`src/pkg/psc_pkg.sv`:
```
// Function
// RULE1 - Power lamp steady when array power present
// RULE2 - Power lamp flashes while controller switched off
// RULE3 - Power lamp dark on insufficient power
// RULE4 - Run lamp steady at max, else duty
// RULE5 - Float lamp steady open, flashing during delay
// RULE6 - Pressure lamp steady over limit, flash delay
// RULE7 - Overload steady, slow on current, fast heat
// RULE8 - Start motor only with float closed
// RULE9 - Float opening stops motor, lights lamp
// RULE10 - Fifteen minute delay after float recloses
// RULE11 - On/off press aborts float delay
// RULE12 - First speed press only shows setting
// RULE13 - Further presses raise limit one step
// RULE14 - Full scale wraps to lowest step
// RULE15 - Hash ends entry, lone hash clears
// RULE16 - Star six hash sets voltage ceiling
// RULE17 - Keypad ceiling caps button speed limit
// RULE18 - Start lamp flashes until motor started
// RULE19 - Reopen during delay restarts full delay
// RULE20 - Flash and delay timing from prescaler
package psc_pkg;
  // Clock and time base
  localparam int CLK_HZ = 20_000_000;
  localparam int CLK_NS = 1_000_000_000 / CLK_HZ;
  localparam int TICKS_PER_S = 256;
  localparam int TICK_NS = 1_000_000_000 / TICKS_PER_S;
  localparam int TICK_CYC = TICK_NS / CLK_NS;
  // Synchroniser reset: float closed, buttons released
  localparam logic [2:0] PIN_SYNC_RST = 3'h1;
  // Float restart delay and speed display window
  localparam int FLOAT_DELAY_MIN = 15;
  localparam int FLOAT_DELAY_S = FLOAT_DELAY_MIN * 60;
  localparam int SPD_SHOW_S = 2;
  // Flash rates: bits of the phase counter
  localparam int SLOW_BIT = 7;
  localparam int FAST_BIT = 5;
  // Speed steps and voltage limits
  localparam logic [7:0] STEP_V = 8'h24;
  localparam logic [2:0] STEP_MIN = 3'h1;
  localparam logic [2:0] STEP_MAX = 3'h5;
  localparam logic [7:0] KP_V_MIN = 8'h24;
  localparam logic [7:0] KP_V_MAX = 8'hb4;
  localparam logic [7:0] SPEED_FULL = 8'hff;
  localparam logic [9:0] KP_ACC_SAT = 10'h3e7;
  // Keypad codes; digits are 0 to 9
  localparam logic [3:0] KEY_STAR = 4'ha;
  localparam logic [3:0] KEY_HASH = 4'hb;
  localparam logic [3:0] KEY_NINE = 4'h9;
  localparam logic [3:0] CMD_VLIM = 4'h6;
  localparam logic [3:0] CMD_NONE = 4'hf;
  // Register byte offsets
  localparam logic [7:0] REG_CTRL = 8'h00;
  localparam logic [7:0] REG_VLIM = 8'h04;
  localparam logic [7:0] REG_STAT = 8'h08;
  localparam logic [7:0] REG_FLT = 8'h0c;
  // Field positions
  localparam int CTRL_OFF_BIT = 0;
  localparam int STAT_FLT_LSB = 0;
  localparam int STAT_STEP_LSB = 4;
  localparam int STAT_EN_BIT = 7;
  localparam int STAT_VLIM_LSB = 8;
  localparam int STAT_ON_BIT = 16;
  // Conditions reported by the motor drive logic
  typedef struct packed {
    logic power_ok;
    logic started;
    logic [7:0] speed;
    logic press_over;
    logic press_delay;
    logic motor_ovl;
    logic curr_max;
    logic overheat;
  } psc_cond_s;
  // Float supervisor and keypad parser states
  typedef enum logic [1:0] {FL_OK, FL_OPEN, FL_DELAY} psc_float_e;
  typedef enum logic [1:0] {KP_IDLE, KP_STAR, KP_CMD, KP_VALUE} psc_kp_e;
endpackage

```
`src/verilog/psc_top.sv`:
```
`timescale 1ns/10ps
module psc_top #(
  parameter int TICK_CYC_P = psc_pkg::TICK_CYC
) (
  // Clock and reset
  input wire logic CORE_CLK,
  input wire logic RST_N,
  // APB slave
  input wire logic PSEL,
  input wire logic PENABLE,
  input wire logic PWRITE,
  input wire logic [7:0] PADDR,
  input wire logic [31:0] PWDATA,
  output logic [31:0] PRDATA,
  output logic PREADY,
  output logic PSLVERR,
  // Panel pins, asynchronous
  input wire logic FLOAT_CLOSED,
  input wire logic ONOFF_BTN,
  input wire logic SPEED_BTN,
  // Drive conditions, same clock
  input wire psc_pkg::psc_cond_s COND,
  // Handheld keypad display, same clock
  input wire logic KEY_VALID,
  input wire logic [3:0] KEY_CODE,
  output logic DISP_PROMPT,
  output logic DISP_UPDATE,
  output logic [7:0] DISP_VOLT,
  // Status lamps
  output logic LAMP_POWER,
  output logic LAMP_RUN,
  output logic LAMP_FLOAT,
  output logic LAMP_PRESS,
  output logic LAMP_OVLD,
  output logic LAMP_START,
  // Motor command
  output logic MOTOR_ENABLE,
  output logic [7:0] SPEED_LIMIT
);
  import psc_pkg::*;

  // Voltage of a button step
  function automatic logic [7:0] step_volts(input logic [2:0] s);
    logic [10:0] p;
    p = 11'(s) * 11'(STEP_V);
    // Five steps at most, so the low byte holds it
    return p[7:0];
  endfunction

  // Pin synchronisers: stage one feeds stage two only
  logic [2:0] pin_s1_q;
  logic [2:0] pin_s2_q;
  logic [2:0] pin_prev_q;
  always_ff @(posedge CORE_CLK or negedge RST_N) begin
    if (!RST_N) begin
      // Float reads closed in reset, so power-up starts no delay
      pin_s1_q <= PIN_SYNC_RST;
      pin_s2_q <= PIN_SYNC_RST;
      // Buttons idle low, so no false press follows reset
      pin_prev_q <= PIN_SYNC_RST;
    end else begin
      pin_s1_q <= {SPEED_BTN, ONOFF_BTN, FLOAT_CLOSED};
      pin_s2_q <= pin_s1_q;
      pin_prev_q <= pin_s2_q;
    end
  end
  // Level of the float contacts after the synchroniser
  wire float_closed = pin_s2_q[0];
  // Presses are rising edges of the synchronised buttons
  wire onoff_press = pin_s2_q[1] & ~pin_prev_q[1];
  wire speed_press = pin_s2_q[2] & ~pin_prev_q[2];

  // Prescaler: one tick per 1/256 s, phase counts ticks
  // Wide enough for the full default tick period
  logic [16:0] pre_q;
  // Phase wraps once a second and drives every flash
  logic [7:0] phase_q;
  // Tick ends each prescaler period
  wire tick = (pre_q == 17'(TICK_CYC_P - 1)); // RULE20
  // Whole second when the phase wraps
  wire sec_tick = tick & (phase_q == 8'hff);
  // Prescaler and phase advance together
  always_ff @(posedge CORE_CLK or negedge RST_N) begin
    if (!RST_N) begin
      pre_q <= 17'h0;
      phase_q <= 8'h0;
    end else begin
      pre_q <= tick ? 17'h0 : pre_q + 17'h1;
      phase_q <= tick ? phase_q + 8'h1 : phase_q;
    end
  end
  // Slow is 1 Hz, fast is 4 Hz
  wire flash_slow = phase_q[SLOW_BIT]; // RULE20
  wire flash_fast = phase_q[FAST_BIT]; // RULE20

  // On/off state; software may also hold the unit off
  logic sw_on_q;
  // Remote off bit, held in the control register
  logic remote_off_q;
  // Either source alone turns the unit off
  wire unit_on = sw_on_q & ~remote_off_q;
  // Each press toggles; reset leaves the unit on
  always_ff @(posedge CORE_CLK or negedge RST_N) begin
    if (!RST_N) sw_on_q <= 1'b1;
    else if (onoff_press) sw_on_q <= ~sw_on_q;
  end

  // Float supervisor
  psc_float_e flt_q, flt_d;
  // Seconds left in the restart delay
  logic [9:0] flt_left_q, flt_left_d;
  // Delay done once the count reaches zero
  wire flt_expire = (flt_left_q == 10'h0);
  // Next state of the float supervisor
  always_comb begin
    flt_d = flt_q;
    flt_left_d = flt_left_q;
    unique case (flt_q)
      FL_OK: begin
        // Opening stops at once
        if (!float_closed) flt_d = FL_OPEN; // RULE9
      end
      FL_OPEN: begin
        // Reclose arms the full delay
        if (float_closed) begin
          flt_d = FL_DELAY; // RULE10
          flt_left_d = 10'(FLOAT_DELAY_S); // RULE19
        end
      end
      FL_DELAY: begin
        // Reopening wins over a press and over expiry
        if (!float_closed) flt_d = FL_OPEN; // RULE19
        else if (onoff_press) flt_d = FL_OK; // RULE11
        else if (flt_expire) flt_d = FL_OK; // RULE10
        else if (sec_tick) flt_left_d = flt_left_q - 10'h1; // RULE10
      end
    endcase
  end
  // Float state flops
  always_ff @(posedge CORE_CLK or negedge RST_N) begin
    if (!RST_N) begin
      flt_q <= FL_OK;
      flt_left_q <= 10'h0;
    end else begin
      flt_q <= flt_d;
      flt_left_q <= flt_left_d;
    end
  end

  // Keypad ceiling, written by keypad or bus
  // Resets to full scale so buttons alone reach the top
  logic [7:0] vlim_q;

  // Speed button: first press shows, later presses step
  logic [2:0] step_q, step_d;
  // Second ticks left in the display window
  logic [1:0] show_q, show_d;
  // Window open while the count is nonzero
  wire show_on = (show_q != 2'h0);
  // Wrap at full scale or once the ceiling is reached
  wire step_top = (step_q >= STEP_MAX) | (step_volts(step_q) >= vlim_q); // RULE14 RULE17
  wire [2:0] step_next = step_top ? STEP_MIN : step_q + 3'h1; // RULE13 RULE14
  // Next step and window count
  always_comb begin
    step_d = step_q;
    show_d = show_q;
    if (speed_press) begin
      show_d = 2'(SPD_SHOW_S);
      // Only a press inside the window changes the step
      if (show_on) step_d = step_next; // RULE12 RULE13
    end else if (sec_tick && show_on) begin
      show_d = show_q - 2'h1;
    end
  end
  // Step resets to full scale
  always_ff @(posedge CORE_CLK or negedge RST_N) begin
    if (!RST_N) begin
      step_q <= STEP_MAX;
      show_q <= 2'h0;
    end else begin
      step_q <= step_d;
      show_q <= show_d;
    end
  end
  // Effective limit never exceeds the keypad ceiling
  wire [7:0] btn_v = step_volts(step_q);
  wire [7:0] eff_v = (btn_v > vlim_q) ? vlim_q : btn_v; // RULE17

  // Keypad parser
  psc_kp_e kp_q, kp_d;
  // Command digit after the star
  logic [3:0] cmd_q, cmd_d;
  // Decimal value being entered
  logic [9:0] acc_q, acc_d;
  // One-cycle load and display strobes
  logic kp_load, kp_upd;
  // Digit keys are the codes up to nine
  wire key_digit = (KEY_CODE <= KEY_NINE);
  // Shift in one digit; saturation keeps the value narrow
  wire [13:0] acc_mul = 14'(acc_q) * 14'h0a + 14'(KEY_CODE);
  wire [9:0] acc_next = (acc_mul > 14'(KP_ACC_SAT)) ? KP_ACC_SAT : acc_mul[9:0];
  // Ceiling accepted only inside the voltage bounds
  wire acc_ok = (acc_q >= 10'(KP_V_MIN)) & (acc_q <= 10'(KP_V_MAX));
  // Keypad next state
  always_comb begin
    kp_d = kp_q;
    cmd_d = cmd_q;
    acc_d = acc_q;
    kp_load = 1'b0;
    kp_upd = 1'b0;
    if (KEY_VALID) begin
      if (KEY_CODE == KEY_STAR) begin
        // Star always begins a fresh command
        kp_d = KP_STAR;
        cmd_d = CMD_NONE;
      end else begin
        unique case (kp_q)
          KP_IDLE: begin
            kp_d = KP_IDLE; // RULE15
          end
          KP_STAR, KP_CMD: begin
            if (key_digit) begin
              // Only a single digit names a command here
              cmd_d = (kp_q == KP_STAR) ? KEY_CODE : CMD_NONE;
              kp_d = KP_CMD;
            end else if (KEY_CODE == KEY_HASH) begin
              // Hash ends the command; unknown ones clear
              kp_d = (kp_q == KP_CMD && cmd_q == CMD_VLIM) ? KP_VALUE : KP_IDLE; // RULE15 RULE16
              acc_d = 10'h0;
            end else begin
              kp_d = KP_IDLE;
            end
          end
          KP_VALUE: begin
            if (key_digit) begin
              acc_d = acc_next; // RULE16
            end else if (KEY_CODE == KEY_HASH) begin
              // Out of range keeps old ceiling, still shown
              kp_load = acc_ok; // RULE16
              kp_upd = 1'b1; // RULE16
              kp_d = KP_IDLE; // RULE15
            end else begin
              kp_d = KP_IDLE;
            end
          end
        endcase
      end
    end
  end
  // Keypad parser flops
  always_ff @(posedge CORE_CLK or negedge RST_N) begin
    if (!RST_N) begin
      kp_q <= KP_IDLE;
      cmd_q <= CMD_NONE;
      acc_q <= 10'h0;
    end else begin
      kp_q <= kp_d;
      cmd_q <= cmd_d;
      acc_q <= acc_d;
    end
  end

  // APB decode; one wait-free access after setup
  wire apb_setup = PSEL & ~PENABLE;
  wire apb_wr = PSEL & PENABLE & PREADY & PWRITE;
  // Register decode on the byte address
  wire hit_ctrl = (PADDR == REG_CTRL);
  wire hit_vlim = (PADDR == REG_VLIM);
  wire hit_stat = (PADDR == REG_STAT);
  wire hit_flt = (PADDR == REG_FLT);
  wire hit_any = hit_ctrl | hit_vlim | hit_stat | hit_flt;
  // Written ceiling is the low byte
  wire [7:0] wr_v = PWDATA[7:0];
  wire wr_v_ok = (wr_v >= KP_V_MIN) & (wr_v <= KP_V_MAX);
  // Motor permitted only with power, unit on and float clear
  wire en_d = COND.power_ok & unit_on & (flt_q == FL_OK); // RULE8
  // Status word shows the block's own state
  wire [31:0] stat_w = (32'(flt_q) << STAT_FLT_LSB) | (32'(step_q) << STAT_STEP_LSB)
                     | (32'(en_d) << STAT_EN_BIT) | (32'(eff_v) << STAT_VLIM_LSB)
                     | (32'(unit_on) << STAT_ON_BIT);
  wire [31:0] rd_w = hit_ctrl ? 32'(remote_off_q) << CTRL_OFF_BIT :
                     hit_vlim ? 32'(vlim_q) :
                     hit_stat ? stat_w :
                     hit_flt ? 32'(flt_left_q) : 32'h0;

  // Bus response flops
  // Ready follows setup by one cycle; no wait states
  always_ff @(posedge CORE_CLK or negedge RST_N) begin
    if (!RST_N) begin
      PREADY <= 1'b0;
      PSLVERR <= 1'b0;
      PRDATA <= 32'h0;
    end else begin
      PREADY <= apb_setup;
      PSLVERR <= apb_setup & ~hit_any;
      PRDATA <= (apb_setup & ~PWRITE) ? rd_w : 32'h0;
    end
  end

  // Control registers; keypad wins over a bus write
  always_ff @(posedge CORE_CLK or negedge RST_N) begin
    if (!RST_N) begin
      remote_off_q <= 1'b0;
      vlim_q <= KP_V_MAX;
    end else begin
      if (apb_wr && hit_ctrl) remote_off_q <= PWDATA[CTRL_OFF_BIT];
      if (kp_load) vlim_q <= acc_q[7:0]; // RULE17
      else if (apb_wr && hit_vlim && wr_v_ok) vlim_q <= wr_v;
    end
  end

  // Lamp selection
  // Power: dark beats flashing beats steady
  wire l_pow = !COND.power_ok ? 1'b0 : // RULE3
               !unit_on ? flash_slow : // RULE2
               1'b1; // RULE1
  // Run: steady at full speed, else duty from speed
  wire run_duty = (phase_q < COND.speed); // RULE4
  wire l_run = COND.started & ((COND.speed == SPEED_FULL) | run_duty); // RULE4 RULE18
  // Float: steady while open, flashing in delay
  wire l_flt = (flt_q == FL_OPEN) | ((flt_q == FL_DELAY) & flash_slow); // RULE5 RULE9
  // Pressure: steady over limit, flashing in delay
  wire l_prs = COND.press_over | (COND.press_delay & flash_slow); // RULE6
  // Overload: motor overload first, then heat, then current
  wire l_ovl = COND.motor_ovl ? 1'b1 : // RULE7
               COND.overheat ? flash_fast : // RULE7
               COND.curr_max & flash_slow; // RULE7
  // Start: flashing while enabled and not yet started
  wire l_start = en_d & ~COND.started & flash_slow; // RULE18
  // Speed window shows the step as a bar of lamps
  wire [4:0] bar;
  genvar gi;
  generate
    for (gi = 0; gi < 5; gi++) begin : g_bar
      assign bar[gi] = (step_q > 3'(gi)); // RULE12
    end
  endgenerate

  // Registered outputs
  always_ff @(posedge CORE_CLK or negedge RST_N) begin
    if (!RST_N) begin
      LAMP_POWER <= 1'b0;
      LAMP_RUN <= 1'b0;
      LAMP_FLOAT <= 1'b0;
      LAMP_PRESS <= 1'b0;
      LAMP_OVLD <= 1'b0;
      LAMP_START <= 1'b0;
      MOTOR_ENABLE <= 1'b0;
      SPEED_LIMIT <= 8'h0;
    end else begin
      // Speed window borrows the first five lamps
      LAMP_POWER <= show_on ? bar[0] : l_pow;
      LAMP_RUN <= show_on ? bar[1] : l_run;
      LAMP_FLOAT <= show_on ? bar[2] : l_flt;
      LAMP_PRESS <= show_on ? bar[3] : l_prs;
      LAMP_OVLD <= show_on ? bar[4] : l_ovl;
      // Start lamp is never borrowed
      LAMP_START <= l_start;
      MOTOR_ENABLE <= en_d; // RULE8 RULE9
      SPEED_LIMIT <= eff_v; // RULE17
    end
  end

  // Keypad display outputs
  always_ff @(posedge CORE_CLK or negedge RST_N) begin
    if (!RST_N) begin
      DISP_PROMPT <= 1'b0;
      DISP_UPDATE <= 1'b0;
      DISP_VOLT <= 8'h0;
    end else begin
      // Prompt follows the next state, so it rises with the hash
      DISP_PROMPT <= (kp_d == KP_VALUE); // RULE16
      DISP_UPDATE <= kp_upd; // RULE16
      if (kp_upd) DISP_VOLT <= kp_load ? acc_q[7:0] : vlim_q;
    end
  end
endmodule

```
`config.mk`:
```
export PLATFORM = sky130hd
export DESIGN_NAME = psc_top
export DESIGN_NICKNAME = d
export VERILOG_FILES = /design/src/pkg/psc_pkg.sv /design/src/verilog/psc_top.sv
export SDC_FILE = /design/constraint.sdc
export NUM_CORES = 1
export LEC_CHECK = 0
export BUFFER_PORTS_ARGS = -buffer_cell sky130_fd_sc_hd__clkbuf_2
export CORE_MARGIN = 4
export CORE_UTILIZATION = 45
export CTS_CLUSTER_DIAMETER = 200
export DETAILED_ROUTE_END_ITERATION = 12
export GPL_ROUTABILITY_DRIVEN = 1
export PLACE_DENSITY = 0.67
export SLEW_MARGIN = 5
export SYNTH_ARGS = -nofsm -noshare
export SYNTH_HDL_FRONTEND = slang
export SYNTH_SLANG_ARGS = --single-unit
```
`constraint.sdc`:
```
create_clock -name CORE_CLK -period 6.95 [get_ports CORE_CLK]
set_input_delay 1.0425 -clock CORE_CLK [delete_from_list [all_inputs] [get_ports CORE_CLK]]
set_output_delay 1.0425 -clock CORE_CLK [all_outputs]
set_load 0.02 [all_outputs]
```
=== After elaboration in Yosys (flattened, before gate mapping) ===
Index checks and enable logic that the tools add are counted.

* Flip-flop bits (word level): 121
* Input bits: 68
* Word-level logic and storage cells: 199

* Add/subtract/negate cells: 6
* Multiply operators: 2
* Order comparisons: 15
* Equal/unequal tests: 25
* Muxes and demuxes: 60
* Bitwise operators: 40
* Reduce and logical (&&, ||, !) cells: 22

{| class="wikitable"
|+ Operators by type and width
! cell !! number
|-
| $mux W10 || 10
|-
| $mux W17 || 5
|-
| $pmux W10 S2 || 2
|-
| $mux W8 || 4
|-
| $mux W2 || 13
|-
| $and A1 B1 Y1 || 20
|-
| $mux W1 || 19
|-
| $ne A2 B2 Y1 const B || 9
|-
| $add A17 B1 Y17 const B || 1
|-
| $eq A17 B17 Y1 const B || 1
|-
| $or A16 B17 Y17 || 1
|-
| $eq A8 B4 Y1 const B || 2
|-
| $eq A8 B8 Y1 const B || 2
|-
| $mux W4 || 4
|-
| $or A8 B16 Y16 || 1
|-
| $add A14 B4 Y14 || 1
|-
| $gt A14 B10 Y1 const B || 1
|-
| $reduce_bool A2 Y1 || 7
|-
| $mul A10 B3 Y13 const B || 1
|-
| $pmux W2 S3 || 2
|-
| $reduce_and A6 Y1 || 2
|-
| $ge A10 B6 Y1 const B || 1
|-
| $le A10 B8 Y1 const B || 1
|-
| $logic_not A10 Y1 || 1
|-
| 32 further kinds || 59
|}

=== Logic depth before layout (Yosys ltp) ===
Gate-level depths: netlist (run 1).

* Depth after elaboration: 11
* Depth in mapped cells: 11

=== Worst setup path after synthesis (run 1) ===
Ideal clock, no wire load.

* Path kind: reg2reg
* From: register acc_q[1]
* To: register acc_q[4]
* Setup time: 0.122 ns
* Arrival: 2.957 ns
* Data required time: 6.828 ns
* Path slack: 3.871 ns
* Cell stages (with the launch flop): 11
* Path through: dfrtp_1 ha_1 ha_1 inv_1 fa_1 nor3b_1 and2_1 nand4_1 mux2_2 and2_1 a32o_1

* Longest elaborated chain between the ends: 6

{| class="wikitable"
|+ Ends and longest elaborated chain
! what !! line !! RTL
|-
| start: declaration || psc_top.sv:194 || <nowiki>logic [9:0] acc_q, acc_d;</nowiki>
|-
| start signal: assignment || psc_top.sv:255 || <nowiki>acc_q <= 10'h0;</nowiki>
|-
| start signal: assignment || psc_top.sv:259 || <nowiki>acc_q <= acc_d;</nowiki>
|-
| $mul A10 B3 Y13 * || psc_top.sv:200 || <nowiki>wire [13:0] acc_mul = 14'(acc_q) * 14'h0a + 14'(KEY_CODE);</nowiki>
|-
| $add A14 B4 Y14 * || psc_top.sv:200 ||
|-
| $gt A14 B10 Y1 || psc_top.sv:201 || <nowiki>wire [9:0] acc_next = (acc_mul > 14'(KP_ACC_SAT)) ? KP_ACC_SAT : acc_mul[9:0];</nowiki>
|-
| $mux W10 * || psc_top.sv:201 ||
|-
| $mux W10 * || psc_top.sv:235 || <nowiki>if (key_digit) begin</nowiki>
|-
| $pmux W10 S2 * || psc_top.sv:217 || <nowiki>unique case (kp_q)</nowiki>
|}

Every way passes the cells marked *; elsewhere a longest branch is shown, timed or not. The select of a mux whose other input is x is not followed.
A chain may end at the register's enable or synchronous reset.

=== Worst setup path after layout (run 1) ===
* From: input port KEY_CODE[2]
* To: register DISP_VOLT[7]

* Longest elaborated chain between the ends: 7

{| class="wikitable"
|+ Ends and longest elaborated chain
! what !! line !! RTL
|-
| start: declaration || psc_top.sv:25 || <nowiki>input wire logic [3:0] KEY_CODE,</nowiki>
|-
| parallel branches: the longest is 7 deep, another holds $le A4 B4 Y1 || n/a ||
|-
| end signal: assignment || psc_top.sv:374 || <nowiki>if (kp_upd) DISP_VOLT <= kp_load ? acc_q[7:0] : vlim_q;</nowiki>
|-
| end: declaration || psc_top.sv:28 || <nowiki>output logic [7:0] DISP_VOLT,</nowiki>
|}

Parallel ways; which one is timed is not known.

==> summary.txt, run 1 <==
Run status
  • Outcome: finished clean

STA
  • Crit share post-route: around 55%
  • Setup TNS: 0 ps
  • Min cycle time layout: 3800 ps
  • Pins Over Slew Limit: 0
  • Maximum achievable frequency: roughly 260 MHz
  • Hold WS: around 350 ps
  • Clk_skew: roughly 6.4 ps
  • RSZ-0062 raised after global routing: false
  • # setup viols final: 0
  • Slew @ Worst Pin: around 1100 ps
  • Final Hold Vio Count: 0
  • Worst slew margin: about a quarter

Floorplanning
  • Initial core utilization: between 40 and 50%
  • Die Area: between 15,000 and 20,000 um^2
  • Core ar.: 14,600 um^2
  • Io pins: roughly 130
  • Die Wd: around 130 um
  • DIE HEIGHT: 130 um
  • # rows: 44

Min path
  • Hold path start: pin_s1_q[2]$_DFF_PN0_
  • Hold Crit Endpoint: pin_s2_q[2]$_DFF_PN0_
  • Hold Crit Class: reg2reg
  • Hold Path Depth: 0

Setup path
  • Data required time of the worst path: 7190 ps
  • CP arrival: around 4000 ps
  • Crit-path leading delay family: simple AND/OR/NAND/NOR gates
  • Slowest CP cell: nand4_1
  • Reg2reg start: pre_q[0]$_DFF_PN0_
  • R2r worst-path depth: 9
  • Crit path max fanout: 25
  • Crit path capture type: flip-flop
  • Worst Path Buf+Inv: 1
  • Slack of the worst reg-to-reg path: 3250 ps
  • Crit-path max cell delay: ~1100 ps
  • Worst path cell trace: clkbuf_2, and3b_1, nand2_1, nor2_1, nand4_1, mux2i_1, a21oi_1
  • Crit path kind: in2reg
  • Startpoint Class: input port
  • Worst R2R End: flt_left_q[9]$_DFFE_PN0P_

Final layout
  • Nets@finish: 906
  • # diodes: 0
  • Final core utilization: 53.9%
  • Most frequent cells in the layout: 107 x dfrtp_1, 86 x clkbuf_2, 66 x nor2_1
  • Most common cell after layout, fill and taps aside: dfrtp_1
  • Area Growth Syn to Fin: 16.6%
  • Layout cell share with drive strength beyond 1: approximately 17%

Clock network
  • Resized Gates After CTS: 0
  • # H-tree levels: 4
  • Post-CTS Setup Inserts: 0
  • Clk Latency, worst-skew pair: 410 ps
  • Num CTS Buffers: 17
  • CTS tree: yes
  • Cts hold-fix bufs: 0
  • CTS clk-pin slew, worst paths: approximately 50 ps
  • CTS max path bufs: 2
  • Clock Root Buffer: clkbuf_16
  • Clock sinks: between 100 and 150

Synthesis
  • Top FF cell, synth: dfrtp_1
  • Async SR Flop Fraction: between 90% and 100%
  • Seq/Total Area, Yosys: about 45%
  • Number of flops mapped to enable cells by yosys: 0
  • Flop and latch count out of synthesis: 120
  • Cells after Synth: 700
  • Mapped cell area: 6750 um^2
  • Yosys warns: 0
  • Avg Cell Area, Syn: between 9 and 10 um^2
  • Count of cell types in the netlist: 60

Global routing
  • Wire length of the first global-routing pass: about 25,000 um
  • Vias in the first global route: approximately 5,200
  • Pin count of the biggest net entering global routing: 71
  • Total grt overflow: 0
  • Overall global routing resource usage: a little under a fifth
  • Initial antenna violation count: 0

Routing
  • Post-route ant nets: 0
  • Vias: ~5,300
  • DRC: 0
  • Routed WL per cell: around 15 um
  • Drt initial violations: approximately 230
  • Drt pass-1 iters: 5
  • Post-Route WL: about 15,000 um
  • Vias per cell: between 5 and 6

Place
  • # port buffers: 87
  • Routability cong.: slightly below 0.9
  • DP HPWL: approximately 11,000 um

Power and ir drop
  • Peak VDD IR: 158 uV
  • Leak: roughly 4 nW
  • PwrDens: between 200 and 300 nW/um^2

Run
  • Max-Cap Viols: 0
worst max-delay path by stage:
stage / from / to / slack [ps] / depth (start not counted)
finish: KEY_CODE[2] / DISP_VOLT[7]$_DFFE_PN0P_ / 3150 / 7
global route: KEY_CODE[2] / DISP_VOLT[6]$_DFFE_PN0P_ / 2800 / 7
CTS: KEY_CODE[2] / DISP_VOLT[7]$_DFFE_PN0P_ / 3180 / 7
detailed placement: KEY_CODE[2] / DISP_VOLT[7]$_DFFE_PN0P_ / 2720 / 7
global placement: KEY_CODE[2] / DISP_VOLT[7]$_DFFE_PN0P_ / 2820 / 7
floorplan: acc_q[1]$_DFFE_PN0P_ / acc_q[4]$_DFFE_PN0P_ / 3870 / 10
cells by family after synthesis:
group | count (synthesis) | share of synthesized area [%]
DFF | 120 | 44.7
and+or+nand+nor | 235 | 17.6
other | 1 | 0.0556
muxes | 31 | 4.65
AOI/OAI and AO/OA | 155 | 14.4
buffers and inverters | 76 | 5.08
xor gates and xnor gates | 34 | 4.41
adders and majority gates | 48 | 9.12
metal layers:
| layer | global-route usage, % | vias up | wire length (um) |
|---|---|---|---|
| li1 | - | 2618 | - |
| met4 | 7.02 | 0 | 308 |
| met2 | 29.3 | 157 | 7050 |
| met5 | 0 | - | 0 |
| met3 | 4.11 | 27 | 818 |
| met1 | 24.5 | 2546 | 6890 |
worst register-to-register path, stage by stage, from the launching register on:
cell,delay [ps]
dfrtp_1,410
inv_1,70
ha_1,140
or4b_4,470
nor4_4,820
nand4_1,310
a211o_1,520
or2_1,380
o41ai_2,330
o31ai_1,120
Yosys cell counts (5+ instances only):
cell,count,area share [%]
xor2_1,13,1.7
clkbuf_1,13,0.72
mux2i_1,28,4.2
nor2_1,66,3.7
buf_4,15,1.7
a21o_1,11,1.2
o21ai_0,38,2.8
and2_1,7,0.65
o31ai_1,10,1.1
nand3_1,17,1.3
nor4_1,5,0.46
xnor2_1,21,2.7
a211oi_1,7,0.78
nand4_1,12,1.1
ha_1,46,8.5
a31oi_1,9,0.83
nor3_1,12,0.89
nor2b_1,16,1.5
inv_1,45,2.5
and3_1,7,0.65
dfstp_2,13,5.1
nand2_1,56,3.1
nor3b_1,6,0.67
nand2b_1,13,1.2
a21oi_1,49,3.6
dfrtp_1,107,40
flip-flops by register name (all words and copies together), names as in the netlist, 2 cells and up:
register     count
SPEED_LIMIT      8
flt_left_q      10
acc_q           10
pin_s2_q         3
vlim_q           8
PRDATA          17
DISP_VOLT        8
phase_q          8
pin_prev_q       2
show_q           2
pin_s1_q         3
kp_q             2
pre_q           17
step_q           3
cmd_q            4
flt_q            2
final cells by class:
class	instances	area (um^2)
Timing Repair Buffer	88	445
Clock buffer	23	468
Tap cell	184	230
Inverter	45	169
Multi-Input combinational cell	518	3440
Sequential cell	120	3020
Fill cell	1260	6720
Clock inverter	9	100
power breakdown:
group | switching [mW] | internal [mW] | total, mW
Sequential | 0.0464 | 0.757 | 0.803
Clock | 0.298 | 0.543 | 0.841
Combinational | 0.203 | 0.132 | 0.334
Total | 0.547 | 1.43 | 1.98
per-stage QoR:
step	total power [mW]	instance area, um^2	instances	setup WS, ps
after detailed placement	1.15	7300	955	2720
after global placement	1.13	7300	955	2820
after floorplan	1.05	6800	714	3870
final	1.98	7870	987	3150
after global routing	2.08	7870	987	2800
after CTS	2.00	7870	987	3180
Power figures use the tool's default switching activity.
==> inputs of run 2 (changes only) <==
clock period = 3.9 ns   (was 6.95 ns; I/O delays follow)
==> run 2 against run 1 <==
Effect of this change: cell area up 0.64%; sequential power rose by 78%; die area stayed put; cell count grew 0.61%; register-to-register slack got worse by 2700 ps; clock power up 82%; count of clock-buffer cells in the layout shrank 5; worst setup slack worse by 2600 ps; hold slack worse by 100 ps; first-iteration DRC count rose by 8.2%; non-clock buffer count rose by 5; largest power group unchanged; flip-flop and latch count stayed put.
==> summary.txt, run 2 (synthesis gave the netlist of run 1 again) <==
Run status
  • Outcome: finished clean

Min path
  • Hold Crit Class: in2async

Final layout
  • Most frequent cells in the layout: 107 x dfrtp_1, 86 x clkbuf_2, 66 x nor2_1
  • Final instance area: 7920 um^2 (+0.64%)
  • Nets@finish: 911 (+0.55%)
  • Area Growth Syn to Fin: 17.4%
  • Filler cell count: 1,301 (+3.3%)
  • Biggest regs: PRDATA (17), pre_q (17)
  • Most common cell after layout, fill and taps aside: dfrtp_1
  • Layout cell share with drive strength beyond 1: 18.2% (+0.88 points)

Setup path
  • Reg2reg start: acc_q[3]$_DFFE_PN0P_
  • Data required time of the worst path: 4200 ps (-2990 ps)
  • Worst path cell trace: ha_1, ha_1, inv_1, fa_1, nor3b_1, and2_1, nand4_1, mux2_2, and2_1, a32o_1
  • Crit-path leading delay family: simple AND/OR/NAND/NOR gates
  • Worst Path Buf+Inv: 1 (unchanged)
  • Crit path max fanout: 8 (-68%)
  • Crit-path max cell delay: 520 ps (-600 ps)
  • CP arrival: 3660 ps (-380 ps)
  • Slack of the worst reg-to-reg path: 540 ps (-2710 ps)
  • Startpoint Class: flip-flop
  • Crit path kind: reg2reg
  • Worst R2R End: acc_q[4]$_DFFE_PN0P_
  • Crit path capture type: flip-flop
  • Slowest CP cell: nor3b_1
  • R2r worst-path depth: 10 (+1)

Place
  • Dpl cell area: 7340 um^2 (+0.51%)
  • DP HPWL: 11,500 um (+2.4%)
  • Routability cong.: 0.863 (-0.22%)
  • # port buffers: 87 (unchanged)

STA
  • Worst slew margin: 41.7% (+17 points)
  • # setup viols final: 0 (unchanged)
  • Maximum achievable frequency: ~300 MHz
  • Clk_skew: 7.83 ps (+1.45 ps)
  • Crit share post-route: between 80 and 90%
  • Min cycle time layout: 3360 ps
  • RSZ-0062 raised after global routing: false
  • Setup TNS: 0 ps (unchanged)
  • Slew @ Worst Pin: 875 ps (-253 ps)
  • Final Hold Vio Count: 0 (unchanged)
  • Pins Over Slew Limit: 0 (unchanged)

Floorplanning
  • Initial core utilization: 46.3% (unchanged)
  • Io pins: 127 (unchanged)
  • Core ar.: 14,600 um^2 (unchanged)
  • Die Wd: 130 um (unchanged)
  • Die Area: 17,000 um^2 (unchanged)
  • # rows: 44 (unchanged)
  • DIE HEIGHT: 130 um (unchanged)

Routing
  • Vias: 5,300 (-0.90%)
  • Post-Route WL: 15,400 um (+1.9%)
  • Routed WL per cell: 15.5 um (+1.3%)
  • Drt pass-1 iters: 4 (-1)
  • DRC: 0 (unchanged)
  • Post-route ant nets: 0 (unchanged)
  • Drt initial violations: 252 (+8.2%)
  • Vias per cell: 5.34 (-1.5%)

Clock network
  • Clock Root Buffer: clkbuf_16
  • Cts hold-fix bufs: 0 (unchanged)
  • Post-CTS Setup Inserts: 0 (unchanged)
  • Clock sinks: 120 (unchanged)
  • Clk Latency, worst-skew pair: 420 ps (about the same)
  • Num CTS Buffers: 17 (unchanged)
  • CTS tree: yes
  • Resized Gates After CTS: 0 (unchanged)
  • # H-tree levels: 4 (unchanged)
  • CTS clk-pin slew, worst paths: 60 ps (about the same)
  • CTS max path bufs: 2 (unchanged)

Global routing
  • Wire length of the first global-routing pass: 25,200 um (+0.94%)
  • Overall global routing resource usage: 18.6% (+0.24 points)
  • Initial antenna violation count: 0 (unchanged)
  • Vias in the first global route: 5,176 (+0.077%)
  • Total grt overflow: 0 (unchanged)
  • Pin count of the biggest net entering global routing: 69 (-2.8%)

Power and ir drop
  • Leak: 3.98 nW (+0.55%)
  • Peak VDD IR: 376 uV (+140%)
  • PwrDens: 449 nW/um^2 (+79%)

Run
  • Max-Cap Viols: 0 (unchanged)
## run 2: cell types whose count changed in the layout (fill, tap and decap cells not counted), sizes merged
cell and change:
buf +5, inv +3, clkbuf -5, clkinvlp +2, diode +1
## run 2: routing by layer
metal	vias to the layer above	GRT usage [%]	part of all wire, %
met1	2520	24.4	45
met4	0	5.75	1.8
met2	130	30.7	47
li1	2630	-	-
met5	-	0	0
met3	20	4.31	5.4
## run 2: worst max-delay path by stage
stage                      endpoint  cells after the start  slack, ps                 start
2_1_floorplan  acc_q[4]$_DFFE_PN0P_                     10        820  acc_q[1]$_DFFE_PN0P_
3_3_place_gp   acc_q[4]$_DFFE_PN0P_                     10        660  acc_q[3]$_DFFE_PN0P_
3_5_place_dp   acc_q[4]$_DFFE_PN0P_                     10        570  acc_q[3]$_DFFE_PN0P_
4_1_cts        acc_q[4]$_DFFE_PN0P_                     10        550  acc_q[3]$_DFFE_PN0P_
5_1_grt        acc_q[4]$_DFFE_PN0P_                     10        400  acc_q[3]$_DFFE_PN0P_
6_report       acc_q[4]$_DFFE_PN0P_                     10        540  acc_q[3]$_DFFE_PN0P_
## run 2: layout make-up
| cell class | count | area, um^2 | area share [%] |
|---|---|---|---|
| Multi-Input combinational cell | 518 | 3440 | 43.4 |
| Inverter | 45 | 169 | 2.13 |
| Sequential cell | 120 | 3020 | 38.1 |
| Tap cell | 184 | 230 | 2.91 |
| Antenna cell | 1 | 2.50 | 0.0316 |
| Clock inverter | 14 | 149 | 1.88 |
| Clock buffer | 18 | 429 | 5.42 |
| Timing Repair Buffer | 93 | 483 | 6.10 |
## run 2: metrics by stage
step | utilization (%) | power [mW] | setup WS (ps) | hold slack (ps) | cells
after detailed placement | 50.3 | 2.05 | 567 | 340 | 960
final | 54.3 | 3.56 | 544 | 250 | 993
after floorplan | - | 1.87 | 821 | 289 | 714
after global placement | 50.3 | 2.02 | 663 | 341 | 960
after CTS | 54.3 | 3.59 | 548 | 240 | 992
after global routing | 54.3 | 3.74 | 399 | 234 | 992
## run 2: where the power goes
part / internal (mW) / switching (mW)
Clock: 0.942 / 0.587
Combinational: 0.237 / 0.362
Sequential: 1.35 / 0.0828
Total: 2.53 / 1.03
==> inputs of run 3 (changes only) <==
ABC_AREA = 1   (was unset)
CELL_PAD_IN_SITES_DETAIL_PLACEMENT = 0   (was unset)
CELL_PAD_IN_SITES_GLOBAL_PLACEMENT = 1   (was unset)
CORE_UTILIZATION = 38   (was 45)
PLACE_DENSITY = unset   (was 0.67)
PLACE_DENSITY_LB_ADDON = 0.1   (was unset)
clock period = 2.9 ns   (was 3.9 ns; I/O delays follow)
==> run 3 against run 2 <==
Effect of this change: first-iteration DRC count rose by 17%; flip-flop and latch count unchanged; sequential share of layout area shrank 3.5 points; routed wire length is 23% higher; clock skew about the same; largest cell class unchanged.
==> summary.txt, run 3 <==
Run status
  • Outcome: finished clean

Final layout
  • Post-Layout Cell Count: 1,290 (+30%)
  • Biggest regs: PRDATA (17), pre_q (17)
  • Most common cell after layout, fill and taps aside: nand2_1
  • # diodes: 0 (-1)
  • Most frequent cells in the layout: 214 x nand2_1, 154 x inv_1, 107 x dfrtp_1
  • Final instance area: 8720 um^2 (+10%)
  • FF/Latch Area: 3020 um^2 (unchanged)
  • Multi-input gate area: 3590 um^2 (+4.3%)
  • Nets@finish: 1,159 (+27%)
  • Area Growth Syn to Fin: 20.5%
  • Filler cell count: 1,886 (+45%)
  • Layout cell share with drive strength beyond 1: 18.3% (+0.083 points)

Setup path
  • CP arrival: 3030 ps (-630 ps)
  • Worst setup path start: acc_q[1]$_DFFE_PN0P_
  • Crit path kind: reg2reg
  • Data required time of the worst path: 3210 ps (-990 ps)
  • Crit path max fanout: 5 (-3)
  • Reg2reg start: acc_q[1]$_DFFE_PN0P_
  • Startpoint Class: flip-flop
  • Crit path capture type: flip-flop

Power and ir drop
  • Net Sw Power: 1.52 mW (+47%)
  • Switching share of power: 30.0% (+0.96 points)
  • Peak VDD IR: 423 uV (+13%)
  • Pwr Total: 5.08 mW (+43%)
  • Clock share of power: 42.8% (-0.2 points)
  • Leak: 4.67 nW (+17%)
  • Power Internal: 3.55 mW (+41%)
  • Flop pwr share: 38.6% (-1.6 points)
  • PwrDens: 582 nW/um^2 (+29%)
  • Combinational share of power: 18.6% (+1.8 points)

Place
  • Setup WS pre-CTS: 19.9 ps (-547 ps)
  • # port buffers: 87 (unchanged)
  • Routability cong.: 0.808 (-6.4%)
  • DP HPWL: 14,700 um (+28%)
  • Dpl cells: 1,256 (+31%)
  • Dpl cell area: 8040 um^2 (+9.5%)

Global routing
  • Vias in the first global route: 6,082 (+18%)
  • Initial antenna violation count: 0 (unchanged)
  • Overall global routing resource usage: 18.1% (-0.51 points)
  • Pin count of the biggest net entering global routing: 64 (-7.2%)
  • Total grt overflow: 0 (unchanged)
  • Wire length of the first global-routing pass: 31,200 um (+24%)

Routing
  • Vias per cell: 4.86 (-9.0%)
  • Drt pass-1 iters: 6 (+2)
  • Post-route ant nets: 0 (unchanged)
  • Post-Route WL: 18,800 um (+23%)
  • DRC: 0 (unchanged)
  • Routed WL per cell: 14.6 um (-5.6%)
  • Drt initial violations: 296 (+17%)
  • Vias: 6,267 (+18%)

Synthesis
  • Number of flops mapped to enable cells by yosys: 0 (unchanged)
  • Compound-gate portion of the synthesized area: 10.4% (-4.0 points)
  • Flop and latch count out of synthesis: 120 (unchanged)
  • Count of cell types in the netlist: 53 (-12%)
  • Post-synthesis mux area share: 0% (-4.7 points)
  • Top cells by count, synth: 220 x nand2_1, 155 x inv_1, 107 x dfrtp_1
  • Seq/Total Area, Yosys: 41.7% (-3.0 points)
  • Synth top area share: 37.0% (-2.7 points)
  • Avg Cell Area, Syn: 7.84 um^2 (-19%)
  • Async SR Flop Fraction: 100% (unchanged)
  • Leading area contributor after synthesis: dfrtp_1
  • Yosys warns: 0 (unchanged)
  • Cells after Synth: 924 (+32%)
  • Main combinational cell family by area after synthesis: simple AND/OR/NAND/NOR gates
  • XOR/XNOR share of the synthesized area: 1.81% (-2.6 points)
  • Post-synthesis adder-cell area fraction: 8.50% (-0.62 points)
  • Most common cell in the netlist: nand2_1
  • Post-Synth Simple-Gate Area: 27.0% (+9.5 points)
  • Mapped cell area: 7240 um^2 (+7.3%)
  • Synth area leaders: dfrtp_1 37%, nand2_1 11%, inv_1 8.0%
  • Top FF cell, synth: dfrtp_1

Clock network
  • Clock sinks: 120 (unchanged)
  • # H-tree levels: 4 (unchanged)
  • CTS tree: yes
  • Clk Latency, worst-skew pair: 420 ps (about the same)
  • CTS clk-pin slew, worst paths: 60 ps (about the same)
  • CTS max path bufs: 2 (unchanged)
  • Clock Root Buffer: clkbuf_16
  • Num CTS Buffers: 17 (unchanged)

Floorplanning
  • Die Wd: 146 um (+12%)
  • Die Area: 21,300 um^2 (+25%)
  • Core ar.: 18,700 um^2 (+28%)
  • DIE HEIGHT: 146 um (+12%)
  • Io pins: 127 (unchanged)
  • Initial core utilization: 38.7% (-7.5 points)
  • # rows: 50 (+14%)

STA
  • Maximum achievable frequency: 368 MHz (+23%)
  • Clk_skew: 8.31 ps (+0.486 ps)
  • # setup viols final: 0 (unchanged)
  • Slew @ Worst Pin: 629 ps (-246 ps)
  • Final Hold Vio Count: 0 (unchanged)
  • Setup TNS: 0 ps (unchanged)
  • Crit share post-route: 93.7% (+7.7 points)
  • Final WS setup: 182 ps (-362 ps)
  • Min cycle time layout: 2720 ps (-638 ps)
  • Worst slew margin: 57.7% (+16 points)
  • Pins Over Slew Limit: 0 (unchanged)

Run
  • Max-Cap Viols: 0 (unchanged)

Min path
  • Hold Crit Class: in2reg
  • Hold path start: FLOAT_CLOSED
-- run 3: cell count changes in the layout (fill, tap and decap cells not counted), moves of 13 or more --
| cell | before | now |
|---|---|---|
| nand4_1 | 12 | 28 |
| nand2b_1 | 13 | 0 |
| xnor2_1 | 21 | 5 |
| mux2i_1 | 28 | 0 |
| nand2_1 | 56 | 214 |
| nor2b_1 | 16 | 0 |
| inv_1 | 45 | 154 |
| nand3_1 | 17 | 68 |
-- run 3: kinds of logic (layout without fill, tap and decap cells) --
family	after synthesis	count (layout)
adder cells (fa/ha/maj)	48	48
AO/OA/AOI/OAI	121	121
buffers and inverters	183	300
flip-flops	120	120
AND/OR/NAND/NOR	436	437
other	1	15
XOR/XNOR	15	15
-- run 3: power groups by stage --
stage	Combinational (mW)	Sequential [mW]	Clock, mW
2_1_floorplan	0.570	2.04	0
3_3_place_gp	0.942	1.99	0
6_report	0.943	1.96	2.17
5_1_grt	1.08	1.98	2.30
3_5_place_dp	0.945	1.99	0
4_1_cts	0.951	1.96	2.22
-- run 3: metrics by stage --
stage,utilization [%],hold WS [ps]
final,46.6,108
after global routing,46.6,87.5
after CTS,46.3,91.2
after detailed placement,43.0,337
after global placement,43.0,333
after floorplan,-,139
-- run 3: final cells by class --
type / instances / share of cell area (%)
repair buffers: 107 / 7.06
well taps: 234 / 3.36
flip-flops and latches: 120 / 34.6
clock buffers: 20 / 5.23
clock inverters: 12 / 1.71
multi-input cells: 636 / 41.1
inverters: 161 / 6.93
-- run 3: final timing paths --
path,endpoint,slack (ps),cells after the start
worst max-delay path,acc_q[2]$_DFFE_PN0P_,180,16
worst min-delay path,pin_s1_q[0]$_DFF_PN1_,110,1
worst max register to register,acc_q[2]$_DFFE_PN0P_,180,16
worst min register to register,pin_s2_q[1]$_DFF_PN0_,350,0
max in group asynchronous,vlim_q[2]$_DFFE_PN1P_,1620,3
min in group asynchronous,acc_q[3]$_DFFE_PN0P_,490,2
-- run 3: routing by layer --
metal / up-vias / track usage [%] / routed length (um)
li1: 3261 / - / -
met1: 2860 / 26.8 / 9760
met2: 129 / 27.1 / 8090
met3: 17 / 3.60 / 783
met4: 0 / 4.66 / 186
met5: - / 0 / 0
-- run 3: repair_timing --
item	in CTS	in global routing
setup endpoints to repair	3	10
pin swaps	1	7
hold buffers	1	0
cloned	1	0
setup buffers	0	0
gates resized for setup	2	16
hold endpoints to repair	21	0
-- run 3: critical path, cell delays in order (launching register included) --
cell	delay (ps)
dfrtp_1	380
ha_1	300
ha_2	200
inv_2	60
fa_2	460
nor2_4	130
nand2_2	90
nor2_4	100
nand3_2	100
nor2_4	140
nand3_2	90
nand2_2	70
nand2_2	100
nor2_4	170
nand4_1	120
nand2_1	80
nand2_1	40
